**src/design/eipr_map.svh**
```systemverilog
// Offsets, field positions, reset values and timing counts of the interrupt line router.
// Assumes a 25 MHz clock and a byte-addressed APB window of 256 bytes.
`ifndef EIPR_MAP_SVH
`define EIPR_MAP_SVH
`define EIPR_LINES 12
`define EIPR_SRC_COUNT 16
`define EIPR_IDX_W 4
`define EIPR_ADDR_W 8
`define EIPR_OFS_OUT_EN 8'h00
`define EIPR_OFS_TERM 8'h04
`define EIPR_OFS_LEVEL 8'h08
`define EIPR_OFS_POLARITY 8'h0C
`define EIPR_OFS_INT_STATUS 8'h10
`define EIPR_OFS_INT_CLEAR 8'h14
`define EIPR_OFS_INT_ENABLE 8'h18
`define EIPR_OFS_CTRL 8'h1C
`define EIPR_OFS_REF_STATUS 8'h20
`define EIPR_SEL_WINDOW 2'h1
`define EIPR_RST_OUT_EN 12'h03F
`define EIPR_RST_TERM 12'h000
`define EIPR_RST_POLARITY 12'hFFF
`define EIPR_RST_INT_ENABLE 12'h000
`define EIPR_RST_SEL 6'h00
`define EIPR_CTRL_DEDICATED_BIT 0
`define EIPR_CLK_PERIOD_NS 40
`define EIPR_REF_HALF_NS 50
`define EIPR_REF_HALF_CYC (`EIPR_REF_HALF_NS / `EIPR_CLK_PERIOD_NS)
`define EIPR_REF_LOSS_NS 1000
`define EIPR_REF_LOSS_CYC ((`EIPR_REF_LOSS_NS + `EIPR_CLK_PERIOD_NS - 1) / `EIPR_CLK_PERIOD_NS)
`define EIPR_CNT_W 5
`endif

```
**src/design/eipr_pkg.sv**
```systemverilog
// Types shared by the interrupt line router files.
// Assumes eipr_map.svh is on the include path.
`include "eipr_map.svh"
package eipr_pkg;
  typedef enum logic [1:0] {SRC_GENERATOR, SRC_TIMER, SRC_EDGE, SRC_DIST} eipr_src_kind_t;

  typedef struct packed {
    eipr_src_kind_t kind;
    logic [`EIPR_IDX_W-1:0] idx;
  } eipr_src_sel_t;

  typedef struct packed {
    logic psel;
    logic penable;
    logic pwrite;
    logic [`EIPR_ADDR_W-1:0] paddr;
    logic [31:0] pwdata;
  } eipr_apb_req_t;

  typedef struct packed {
    logic [31:0] prdata;
    logic pready;
    logic pslverr;
  } eipr_apb_rsp_t;
endpackage

```
**src/design/eipr_edge_sync.sv**
```systemverilog
// Per-line input synchroniser with programmable active edge detection.
// Assumes line inputs may change at any time relative to the clock.
`timescale 1ns/100ps
`include "eipr_map.svh"
module eipr_edge_sync (
  input wire logic clk_in,
  input wire logic rst_b_in,
  input wire logic [`EIPR_LINES-1:0] line_in,
  input wire logic [`EIPR_LINES-1:0] rising_in,
  output logic [`EIPR_LINES-1:0] level_out,
  output logic [`EIPR_LINES-1:0] edge_out
);
  // ****************************************************************
  // Synchroniser and edge detector, one slice per line.
  // ****************************************************************
  logic [`EIPR_LINES-1:0] meta_reg;
  logic [`EIPR_LINES-1:0] prev_reg;

  genvar g;
  generate
    for (g = 0; g < `EIPR_LINES; g++)
    begin : g_line
      always_ff @(posedge clk_in or negedge rst_b_in)
      begin
        if (!rst_b_in)
        begin
          meta_reg[g] <= 1'b0;
          level_out[g] <= 1'b0;
          prev_reg[g] <= 1'b0;
          edge_out[g] <= 1'b0;
        end
        else
        begin
          meta_reg[g] <= line_in[g];
          level_out[g] <= meta_reg[g];
          prev_reg[g] <= level_out[g];
          // The edge is taken from the second and third stages, never the first, so metastability cannot leak.
          edge_out[g] <= rising_in[g] ? (level_out[g] & ~prev_reg[g])
                                      : (~level_out[g] & prev_reg[g]);
        end
      end

      chk_edge_single: assert property (@(posedge clk_in) disable iff (!rst_b_in)
        edge_out[g] |=> !edge_out[g])
        else $error("Edge event lasted more than one cycle.");

      chk_edge_cause: assert property (@(posedge clk_in) disable iff (!rst_b_in)
        edge_out[g] |-> $past(level_out[g]) != $past(prev_reg[g])
                        && $past(level_out[g]) == $past(rising_in[g]))
        else $error("Edge event without a matching active edge.");
    end
  endgenerate
endmodule

```
**src/design/eipr_top.sv**
```systemverilog
// Top of the external interrupt line router with its APB register file.
// Assumes one 25 MHz clock, synchronous pins and a testbench that resolves each line wire.
//
// Local design decisions: the address map and the APB interface to the registers.
`timescale 1ns/100ps
`include "eipr_map.svh"

module eipr_top (
  input wire logic mclk_in,
  input wire logic rst_b_in,
  input wire eipr_pkg::eipr_apb_req_t apb_req_in,
  output eipr_pkg::eipr_apb_rsp_t apb_rsp_out,
  input wire logic [`EIPR_SRC_COUNT-1:0] programmable_interrupt_generator_in,
  input wire logic [`EIPR_SRC_COUNT-1:0] timer_in,
  input wire logic [`EIPR_SRC_COUNT-1:0] dist_in,
  input wire logic [`EIPR_LINES-1:0] ext_interrupt_line_in,
  output logic [`EIPR_LINES-1:0] ext_interrupt_line_out,
  output logic [`EIPR_LINES-1:0] ext_interrupt_line_oe_out,
  output logic [`EIPR_LINES-1:0] term_en_out,
  output logic [`EIPR_LINES-1:0] dedicated_output_line_out,
  input wire logic [`EIPR_LINES-1:0] dedicated_input_line_in,
  input wire logic reference_clock_input_in,
  output logic reference_clock_output_out,
  output logic ref_external_out,
  output logic [`EIPR_LINES-1:0] edge_event_out,
  output logic irq_out
);
  // ****************************************************************
  // Reset release.
  // ****************************************************************
  logic rst_meta_reg;
  logic rst_b;

  always_ff @(posedge mclk_in or negedge rst_b_in)
  begin
    if (!rst_b_in)
    begin
      rst_meta_reg <= 1'b0;
      rst_b <= 1'b0;
    end
    else
    begin
      rst_meta_reg <= 1'b1;
      rst_b <= rst_meta_reg;
    end
  end

  // ****************************************************************
  // Register state.
  // ****************************************************************
  logic [`EIPR_LINES-1:0] out_en_reg;
  logic [`EIPR_LINES-1:0] term_reg;
  logic [`EIPR_LINES-1:0] pol_reg;
  logic [`EIPR_LINES-1:0] int_stat_reg;
  logic [`EIPR_LINES-1:0] int_stat_next;
  logic [`EIPR_LINES-1:0] int_en_reg;
  logic ctrl_dedicated_reg;
  eipr_pkg::eipr_src_sel_t sel_reg [`EIPR_LINES];

  logic [`EIPR_LINES-1:0] level;
  logic [`EIPR_LINES-1:0] edge_pulse;
  logic [`EIPR_LINES-1:0] mux_val;
  logic ref_present;

  // ****************************************************************
  // APB slave: one wait-free access phase, errors on unmapped offsets.
  // ****************************************************************
  logic setup;
  logic commit;
  logic wr;
  logic addr_ok;
  logic sel_hit;
  logic [`EIPR_IDX_W-1:0] sel_idx;
  logic [31:0] rd_data;

  assign setup = apb_req_in.psel & ~apb_req_in.penable;
  assign commit = apb_req_in.psel & apb_req_in.penable & apb_rsp_out.pready;
  assign wr = commit & apb_req_in.pwrite & addr_ok;
  assign sel_idx = apb_req_in.paddr[`EIPR_IDX_W+1:2];
  assign sel_hit = (apb_req_in.paddr[7:6] == `EIPR_SEL_WINDOW)
                   && (apb_req_in.paddr[1:0] == 2'h0)
                   && (sel_idx < `EIPR_IDX_W'(`EIPR_LINES));

  always_comb
  begin
    rd_data = 32'h0;
    addr_ok = 1'b1;
    if (sel_hit)
    begin
      rd_data = {26'h0, sel_reg[sel_idx]};
    end
    else
    begin
      unique case (apb_req_in.paddr)
        `EIPR_OFS_OUT_EN: rd_data = {20'h0, out_en_reg};
        `EIPR_OFS_TERM: rd_data = {20'h0, term_reg};
        `EIPR_OFS_LEVEL: rd_data = {20'h0, level};
        `EIPR_OFS_POLARITY: rd_data = {20'h0, pol_reg};
        `EIPR_OFS_INT_STATUS: rd_data = {20'h0, int_stat_reg};
        `EIPR_OFS_INT_CLEAR: rd_data = 32'h0;
        `EIPR_OFS_INT_ENABLE: rd_data = {20'h0, int_en_reg};
        `EIPR_OFS_CTRL: rd_data = {31'h0, ctrl_dedicated_reg};
        `EIPR_OFS_REF_STATUS: rd_data = {31'h0, ref_present};
        default: addr_ok = 1'b0;
      endcase
    end
  end

  // The answer is prepared in the setup cycle, so every access phase lasts one cycle.
  always_ff @(posedge mclk_in or negedge rst_b)
  begin
    if (!rst_b)
    begin
      apb_rsp_out <= '0;
    end
    else
    begin
      apb_rsp_out.pready <= setup;
      apb_rsp_out.prdata <= (setup && !apb_req_in.pwrite) ? rd_data : 32'h0;
      apb_rsp_out.pslverr <= setup & ~addr_ok;
    end
  end

  // ****************************************************************
  // Direction, termination, polarity, interrupt enable and mode registers.
  // ****************************************************************
  always_ff @(posedge mclk_in or negedge rst_b)
  begin
    if (!rst_b)
    begin
      out_en_reg <= `EIPR_RST_OUT_EN;
      term_reg <= `EIPR_RST_TERM;
      pol_reg <= `EIPR_RST_POLARITY;
      int_en_reg <= `EIPR_RST_INT_ENABLE;
      ctrl_dedicated_reg <= 1'b0;
    end
    else if (wr)
    begin
      if (apb_req_in.paddr == `EIPR_OFS_OUT_EN)
      begin
        out_en_reg <= apb_req_in.pwdata[`EIPR_LINES-1:0];
      end
      if (apb_req_in.paddr == `EIPR_OFS_TERM)
      begin
        term_reg <= apb_req_in.pwdata[`EIPR_LINES-1:0];
      end
      if (apb_req_in.paddr == `EIPR_OFS_POLARITY)
      begin
        pol_reg <= apb_req_in.pwdata[`EIPR_LINES-1:0];
      end
      if (apb_req_in.paddr == `EIPR_OFS_INT_ENABLE)
      begin
        int_en_reg <= apb_req_in.pwdata[`EIPR_LINES-1:0];
      end
      if (apb_req_in.paddr == `EIPR_OFS_CTRL)
      begin
        ctrl_dedicated_reg <= apb_req_in.pwdata[`EIPR_CTRL_DEDICATED_BIT];
      end
    end
  end

  // ****************************************************************
  // Source selection, one field and one multiplexer per line.
  // ****************************************************************
  logic [`EIPR_SRC_COUNT-1:0] level_wide;
  assign level_wide = {{(`EIPR_SRC_COUNT - `EIPR_LINES){1'b0}}, level};
  genvar g;
  generate
    for (g = 0; g < `EIPR_LINES; g++)
    begin : g_sel
      always_ff @(posedge mclk_in or negedge rst_b)
      begin
        if (!rst_b)
        begin
          sel_reg[g] <= eipr_pkg::eipr_src_sel_t'(`EIPR_RST_SEL);
        end
        else if (wr && sel_hit && sel_idx == `EIPR_IDX_W'(g))
        begin
          sel_reg[g] <= eipr_pkg::eipr_src_sel_t'(apb_req_in.pwdata[5:0]);
        end
      end

      // Edge sources above the last line read as zero rather than alias a line.
      always_comb
      begin
        unique case (sel_reg[g].kind)
          eipr_pkg::SRC_GENERATOR:
            mux_val[g] = programmable_interrupt_generator_in[sel_reg[g].idx];
          eipr_pkg::SRC_TIMER: mux_val[g] = timer_in[sel_reg[g].idx];
          eipr_pkg::SRC_EDGE: mux_val[g] = level_wide[sel_reg[g].idx];
          eipr_pkg::SRC_DIST: mux_val[g] = dist_in[sel_reg[g].idx];
        endcase
      end
    end
  endgenerate

  // ****************************************************************
  // Pin drive: shared lines and dedicated outputs.
  // ****************************************************************
  // The driven value keeps running with the gate off, so turning the gate on gives no glitch.
  always_ff @(posedge mclk_in or negedge rst_b)
  begin
    if (!rst_b)
    begin
      ext_interrupt_line_out <= '0;
      ext_interrupt_line_oe_out <= '0;
      term_en_out <= '0;
      dedicated_output_line_out <= '0;
    end
    else
    begin
      ext_interrupt_line_out <= mux_val;
      ext_interrupt_line_oe_out <= out_en_reg;
      term_en_out <= term_reg;
      dedicated_output_line_out <= mux_val;
    end
  end

  // ****************************************************************
  // Input path and interrupt status.
  // ****************************************************************
  logic [`EIPR_LINES-1:0] in_lines;

  // Outside dedicated mode the shared input is read whatever the gate says, which gives loopback on an open pin.
  assign in_lines = ctrl_dedicated_reg ? dedicated_input_line_in
                                       : ext_interrupt_line_in;

  eipr_edge_sync u_sync (
    .clk_in(mclk_in),
    .rst_b_in(rst_b),
    .line_in(in_lines),
    .rising_in(pol_reg),
    .level_out(level),
    .edge_out(edge_pulse)
  );

  // A new edge wins over a clear of the same bit in the same cycle.
  always_comb
  begin
    int_stat_next = int_stat_reg;
    if (wr && apb_req_in.paddr == `EIPR_OFS_INT_CLEAR)
    begin
      int_stat_next = int_stat_reg & ~apb_req_in.pwdata[`EIPR_LINES-1:0];
    end
    int_stat_next = int_stat_next | edge_pulse;
  end

  always_ff @(posedge mclk_in or negedge rst_b)
  begin
    if (!rst_b)
    begin
      int_stat_reg <= '0;
      edge_event_out <= '0;
      irq_out <= 1'b0;
    end
    else
    begin
      int_stat_reg <= int_stat_next;
      edge_event_out <= edge_pulse;
      irq_out <= |(int_stat_reg & int_en_reg);
    end
  end

  // ****************************************************************
  // Reference clock: external when present, else the internal divider.
  // ****************************************************************
  logic ref_meta_reg;
  logic ref_sync_reg;
  logic ref_prev_reg;
  logic [`EIPR_CNT_W-1:0] loss_cnt_reg;
  logic [`EIPR_CNT_W-1:0] div_cnt_reg;
  logic div_tick;
  logic int_ref_reg;

  assign ref_present = loss_cnt_reg != `EIPR_CNT_W'(`EIPR_REF_LOSS_CYC);
  assign div_tick = div_cnt_reg == `EIPR_CNT_W'(`EIPR_REF_HALF_CYC - 1);

  // A 25 MHz sampler cannot reproduce 10 MHz faithfully; the pass-through is coarse.
  always_ff @(posedge mclk_in or negedge rst_b)
  begin
    if (!rst_b)
    begin
      ref_meta_reg <= 1'b0;
      ref_sync_reg <= 1'b0;
      ref_prev_reg <= 1'b0;
      loss_cnt_reg <= `EIPR_CNT_W'(`EIPR_REF_LOSS_CYC);
    end
    else
    begin
      ref_meta_reg <= reference_clock_input_in;
      ref_sync_reg <= ref_meta_reg;
      ref_prev_reg <= ref_sync_reg;
      if (ref_sync_reg != ref_prev_reg)
      begin
        loss_cnt_reg <= '0;
      end
      else if (ref_present)
      begin
        loss_cnt_reg <= loss_cnt_reg + `EIPR_CNT_W'(1);
      end
    end
  end

  always_ff @(posedge mclk_in or negedge rst_b)
  begin
    if (!rst_b)
    begin
      div_cnt_reg <= '0;
      int_ref_reg <= 1'b0;
      reference_clock_output_out <= 1'b0;
      ref_external_out <= 1'b0;
    end
    else
    begin
      div_cnt_reg <= div_tick ? '0 : div_cnt_reg + `EIPR_CNT_W'(1);
      if (div_tick)
      begin
        int_ref_reg <= ~int_ref_reg;
      end
      reference_clock_output_out <= ref_present ? ref_sync_reg : int_ref_reg;
      ref_external_out <= ref_present;
    end
  end

  // ****************************************************************
  // Checks.
  // ****************************************************************
  chk_gate_reset: assert property (@(posedge mclk_in) disable iff (!rst_b)
    !$past(rst_b) |-> out_en_reg == `EIPR_RST_OUT_EN ##1 ext_interrupt_line_oe_out == `EIPR_RST_OUT_EN)
    else $error("Output gates not at reset pattern after reset.");

  chk_gate_write: assert property (@(posedge mclk_in) disable iff (!rst_b)
    wr && apb_req_in.paddr == `EIPR_OFS_OUT_EN
    |-> ##2 ext_interrupt_line_oe_out == $past(apb_req_in.pwdata[`EIPR_LINES-1:0], 2))
    else $error("Output gate pins did not follow the written value.");

  chk_term_apart: assert property (@(posedge mclk_in) disable iff (!rst_b)
    wr && apb_req_in.paddr == `EIPR_OFS_OUT_EN |=> $stable(term_reg))
    else $error("Termination changed by a direction write.");

  chk_sel_follow: assert property (@(posedge mclk_in) disable iff (!rst_b)
    sel_reg[0].kind == eipr_pkg::SRC_GENERATOR
    |=> ext_interrupt_line_out[0] == $past(programmable_interrupt_generator_in[sel_reg[0].idx]))
    else $error("Line 0 does not follow its selected generator.");

  chk_dedicated_same: assert property (@(posedge mclk_in) disable iff (!rst_b)
    dedicated_output_line_out == ext_interrupt_line_out)
    else $error("Dedicated outputs differ from the shared line drive.");

  chk_sticky_irq: assert property (@(posedge mclk_in) disable iff (!rst_b)
    |(edge_pulse & int_en_reg) |-> ##2 irq_out)
    else $error("Enabled edge did not raise the interrupt.");

  chk_ref_switch: assert property (@(posedge mclk_in) disable iff (!rst_b)
    ref_sync_reg != ref_prev_reg |=> ##1 ref_external_out)
    else $error("External reference toggling but not selected.");

  chk_ready_one: assert property (@(posedge mclk_in) disable iff (!rst_b)
    setup |=> apb_rsp_out.pready ##1 !apb_rsp_out.pready)
    else $error("Access phase did not last exactly one cycle.");
endmodule

```
**config.mk**
```make
export PLATFORM = sky130hd
export DESIGN_NAME = eipr_top
export DESIGN_NICKNAME = d
export VERILOG_FILES = /design/src/design/eipr_pkg.sv /design/src/design/eipr_edge_sync.sv /design/src/design/eipr_top.sv
export VERILOG_INCLUDE_DIRS = /design/src /design/src/design
export SDC_FILE = /design/constraint.sdc
export NUM_CORES = 1
export LEC_CHECK = 0
export ABC_CLOCK_PERIOD_IN_PS = 22300
export BUFFER_PORTS_ARGS = -buffer_cell sky130_fd_sc_hd__buf_4
export CORE_ASPECT_RATIO = 0.7
export CORE_UTILIZATION = 64
export CTS_BUF_LIST = sky130_fd_sc_hd__clkbuf_16
export DETAILED_ROUTE_END_ITERATION = 10
export PLACE_DENSITY_LB_ADDON = 0.08
export SLEW_MARGIN = 5
export SYNTH_ARGS = -nofsm -noshare
export SYNTH_HDL_FRONTEND = slang
export SYNTH_SLANG_ARGS = --single-unit
```
**constraint.sdc**
```tcl
create_clock -name mclk_in -period 22.3 [get_ports mclk_in]
set_clock_uncertainty 0.1 [all_clocks]
set_input_delay 0 -clock mclk_in [delete_from_list [all_inputs] [get_ports mclk_in]]
set_output_delay 0 -clock mclk_in [all_outputs]
set_load 0.005 [all_outputs]
```
Word-level counts from Yosys, hierarchy flattened
Cells that the tools add are included.

word-level totals
  register bits = 282
  bits of input ports = 118
  output and inout port bits = 97
  word-level logic and storage cells = 408

cells by class
  add/sub/neg operators = 2
  $lt $le $gt $ge = 14
  equality and inequality tests = 58
  muxes and demuxes = 134
  bitwise logic cells = 62
  reductions and logical operators = 42

operators with widths
  operator            number
  $bmux 1 s4          48
  $pmux 12 s8         1
  $mux 32             2
  $mux 1              63
  $lt 4x5->1 const B  12
  $eq 2x2->1 const B  24
  $pmux 1 s4          12
  $eq 8x5->1 const B  4
  $and 1x1->1         30
  $not 1->1           27
  $eq 2x1->1 const B  13
  $logic_not 2->1     13
  $and 12x12->12      2
  $bmux 6 s4          1
  $mux 12             2
  $logic_and 1x1->1   17
  $eq 4x3->1 const B  4
  $eq 4x4->1 const B  4
  $eq 8x4->1 const B  2
  $mux 5              3
  $mux 6              2
  $not 12->12         1
  $or 12x12->12       1
  $reduce_or 12->1    1
  17 further kinds    23

Logic depth before layout (Yosys ltp)
  depth in word-level cells = 8
  gate-level depth with buffers = 8
  mapped depth without buffers = 7

Cells and area by module
A second synthesis with hierarchy kept.

unflattened totals
  cells, all modules = 1236
  area, all modules = 17225.3 um^2

modules (own cells, without submodules)
  module          instances  cells each  area an instance (um^2)  seq. area each (um^2)
  eipr_top        1          1152        15757.6                  5381.4
  eipr_edge_sync  1          84          1467.7                   1201.2

Worst setup path before layout
Ideal clock, no wire load.

  path kind = register -> register
  start = register sel_reg[12] (netlist name)
  end = register dedicated_output_line_out[9]
  data arrival time = 2.207 ns
  data required time = 22.075 ns
  setup slack = 19.869 ns
  stages on the path, launching flop included = 7
  path buffers = 2
  cells stage by stage = dfrtp_1 > clkbuf_1 > buf_2 > mux4_2 > mux4_2 > o21ai_0 > nor2_1

between the ends
  word-level cells in the longest chain between the ends = 3
  elaborated cells on any way between the ends = 9
  classes of those cells = 9 x mux

ends and longest elaborated chain
  item                               RTL line         source
  from (decl)                        eipr_top.sv:58   eipr_pkg::eipr_src_sel_t sel_reg [`EIPR_LINES];
  from (signal, indexed assignment)  eipr_top.sv:175  sel_reg[g] <= eipr_pkg::eipr_src_sel_t'(`EIPR_RST_SEL);
  from (signal, indexed assignment)  eipr_top.sv:179  sel_reg[g] <= eipr_pkg::eipr_src_sel_t'(apb_req_in.pwdata[5:0]);
  $bmux 1 s4 (on tied branches)      -
  $mux 1 (on tied branches)          -
  $pmux 1 s4 *                       eipr_top.sv:186  unique case (sel_reg[g].kind)
  net mux_val[9]                     eipr_top.sv:62   logic [`EIPR_LINES-1:0] mux_val;
  to (signal assigned)               eipr_top.sv:215  dedicated_output_line_out <= mux_val;
  to (decl)                          eipr_top.sv:20   output logic [`EIPR_LINES-1:0] dedicated_output_line_out,

The timed path passes the listed nets; every way through them passes the cells marked *. The select of a mux whose other input is x is not followed.
A chain may end at the register's enable or synchronous reset.

Worst setup path after layout
  start = register sel_reg[42] (netlist name)
  end = register dedicated_output_line_out[4]

The elaborated chain is that of the path after synthesis.

==> implementation parameters <==
Parameter                              Value

Status
  Status    complete, no violations

Clocking
  Clock tree from TritonCTS    built
  TritonCTS Buffers    26
  Number of gates given a new drive strength after cts    0
  Maximum root-to-sink buffer count    3
  Num Clock Sinks    between 200 and 300
  Insertion delay of the later-clocked pin in the worst-skew pair    around 0.54 ns
  Clock-pin slew reported for the worst setup and hold paths after clock tree synthesis    ~0.060 ns
  H-tree lvl count    1
  Clock root cell    sky130_fd_sc_hd__clkbuf_16

Power and ir drop
  Comb pwr share    0.117
  Switching portion of total power    0.256
  Internal power contribution    ~0.00078 W
  Portion of total power attributed to sequential cells    0.475
  Maximum ir drop on the vdd rail    ~52 uV
  Clk pwr share    0.408
  Total net switching power    between 0.0002 and 0.0003 W
  Leak Pwr    approximately 7.6 nW
  Cell area power density    55.4 nW/um2

Timing
  Relative slew slack    0.245
  Achievable clock frequency    363 MHz
  Fraction of the cycle the final worst path needs    0.124
  Setup violation total in the final timing report    0
  Fin. max-slew vios    0
  Hold Vio Cnt, Final    0
  Setup repair after global routing missed its margin    no
  Slew at the pin closest to its max-slew limit    about 1.1 ns
  Final WS setup    roughly 20 ns
  Post-route setup TNS    0 ns
  Tmin final    around 2.8 ns

Yosys
  Cell type with the largest total area after synthesis    sky130_fd_sc_hd__dfrtp_1
  Xor and xnor fraction of the mapped netlist area    0.00471
  Synthesized instance count    about 1300
  Fraction of the mapped netlist area in simple logic gates    0.0840
  Number of enable flip-flop cells after synthesis    0
  Proportion of synthesized area in mux cells    0.388
  Compound-gate portion of the synthesized area    0.0724
  Sequential share of the synthesized area    0.393
  Adder-cell share of the synthesized area    0.00299
  Top_reg_cell synth    sky130_fd_sc_hd__dfrtp_1
  Synthesized area per cell    12.8 um2
  Share of Yosys cell area claimed by the top area cell type    0.360
  Yosys warns    0
  Dominant cells by area after synthesis    sky130_fd_sc_hd__dfrtp_1 36%, sky130_fd_sc_hd__mux4_2 25%, sky130_fd_sc_hd__mux2_2 11%
  Top-count cell post-synth    sky130_fd_sc_hd__dfrtp_1
  Cell variety after synth    between 50 and 60
  Post-synth design cell area    around 17000 um2
  Largest family of logic cells by synthesized area    multiplexers
  Count of state elements after synthesis    approximately 260
  Proportion of register bits with asynchronous set or reset after synthesis    1.00
  Most numerous cell types in the synthesized netlist    241 x sky130_fd_sc_hd__dfrtp_1, 187 x sky130_fd_sc_hd__mux4_2, 167 x sky130_fd_sc_hd__mux2_2

Placement
  Post-Place Worst Slack    about 20 ns
  Area after DPL    between 15000 and 20000 um2
  Placed wire-length estimate    roughly 34000 um
  Count of port buffers added during placement    around 170
  Placer's final routability congestion estimate    0.949

Route
  Remaining number of nets flagged by the antenna check after routing    0
  Final Routed Wirelength    roughly 52000 um
  Total number of vias    between 10000 and 15000
  DRC Markers    0
  Iteration count of the initial detailed-routing pass    8
  Wire per inst    between 20 and 30 um
  Vias per Instance    ~7.4
  Number of DRC markers after the initial detailed-route iteration    around 2300

Finish
  Ant. Diodes    0
  Layout net count    about 1500
  Flip-flop count of the largest register, all copies and words added    between 70 and 80
  Design area    between 15000 and 20000 um2
  Core occupancy in the finished layout    0.741
  Fraction of final layout cells with drive strength greater than 1    0.431
  Area growth syn-to-layout    13.7%

Worst setup path
  Crit Path Category    register to register
  Arrival @ worst endpoint    ~3.0 ns
  Worst setup SP type    register
  Maximum fanout along the worst path    17
  Required time of the worst setup path    22.59 ns
  Sort of element at the end of the critical path    register

GRT
  Remaining global-route overflow    0
  Wire length of the first global-routing pass    78100 um
  Antenna violations before repair    1
  Via count of the first global-routing pass    approximately 13000
  GRT Overall Usage    0.398
  Maximum number of pins on one net before global-route repair    81

Die
  Std-Cell Rows    about 50
  Initial Utilization    0.652
  Vertical die dimension    137 um
  Count of pins on the block boundary    between 200 and 250
  Area of the die    about 27000 um2
  Width of the chip    about 200 um
  Core ar.    25700 um2

Flow run
  Max Cap Viol    0

Hold path
  Hold crit path type    primary input to register
-- metal layers --
| metal | vias to the layer above | global-route usage | share of wire |
|---|---|---|---|
| met5 | - | 0 | 0.00019 |
| met1 | 6430 | 0.566 | 0.37 |
| met4 | 2 | 0.128 | 0.035 |
| met2 | 1156 | 0.557 | 0.43 |
| met3 | 212 | 0.163 | 0.17 |
| li1 | 5164 | - | - |
-- logic make-up after synthesis --
group	Yosys count
other	2
xor gates and xnor gates	9
adders and majority gates	4
DFF	262
muxes	395
and+or+nand+nor	270
buffers and inverters	200
AOI/OAI and AO/OA	169
-- metrics by stage --
stage          hold WS (ns)  total power (W)  cells
6_report             0.0300          0.00105   1754
5_1_grt              0.0522          0.00108   1754
3_3_place_gp         -0.317         0.000618   1661
2_1_floorplan        -0.396         0.000572   1330
4_1_cts              0.0114          0.00105   1754
3_5_place_dp         -0.316         0.000620   1661
-- power by group through the flow --
stage                     Combinational (W)  Clock [W]  Sequential, W
after CTS                          0.000118   0.000434       0.000500
after detailed placement           0.000111          0       0.000508
after global placement             0.000110          0       0.000508
after floorplan                   0.0000669          0       0.000506
final                              0.000123   0.000430       0.000501
after global routing               0.000128   0.000453       0.000502
-- final timing paths --
| check | startpoint | end | slack (ns) | depth (start not counted) |
|---|---|---|---|---|
| hold reg to reg | rst_b | sel_reg[1] | 0.23 | 0 |
| setup reg to reg | sel_reg[42] | dedicated_output_line_out[4] | 19.54 | 4 |
| setup / recovery | sel_reg[42] | dedicated_output_line_out[4] | 19.54 | 4 |
| min in group asynchronous | rst_b | sel_reg[1] | 0.23 | 0 |
| hold / removal | apb_req_in[38] | apb_rsp_out[5] | 0.03 | 6 |
| max in group asynchronous | rst_b | sel_reg[45] | 19.73 | 2 |
-- layout make-up --
class	instances	area [um2]
sequential	262	6590
clock inverter	21	154
timing repair buffer	226	1810
clock buffer	27	676
tap	331	414
multi-input combinational	868	9330
fill	1699	6650
inverter	19	71.3
-- layout by cell type, fill, tap and decap left out, types with 23 or more instances in the layout --
cell type	Yosys	routed
sky130_fd_sc_hd__dfrtp_1	241	240
sky130_fd_sc_hd__mux4_2	187	187
sky130_fd_sc_hd__mux2i_1	41	41
sky130_fd_sc_hd__clkbuf_16	0	27
sky130_fd_sc_hd__a22oi_1	23	23
sky130_fd_sc_hd__inv_1	19	24
sky130_fd_sc_hd__nand2_1	73	73
sky130_fd_sc_hd__o21ai_0	23	23
sky130_fd_sc_hd__buf_4	33	181
sky130_fd_sc_hd__dlygate4sd3_1	0	45
sky130_fd_sc_hd__nor2b_1	24	24
sky130_fd_sc_hd__nor2_1	62	62
sky130_fd_sc_hd__mux2_2	167	167
-- critical path, cell delays in order (launching register included) --
cell and delay [ns]:
sky130_fd_sc_hd__dfrtp_1 1.03, sky130_fd_sc_hd__mux4_2 0.62, sky130_fd_sc_hd__mux2_2 0.31, sky130_fd_sc_hd__a2111oi_0 0.44, sky130_fd_sc_hd__a311oi_1 0.12
-- timing repair --
action                                 in CTS  in global routing
endpoints found under the hold margin     157                  0
buffers inserted                            0                  0
hold buffers                               45                  0
Power figures use the tool's default switching activity.
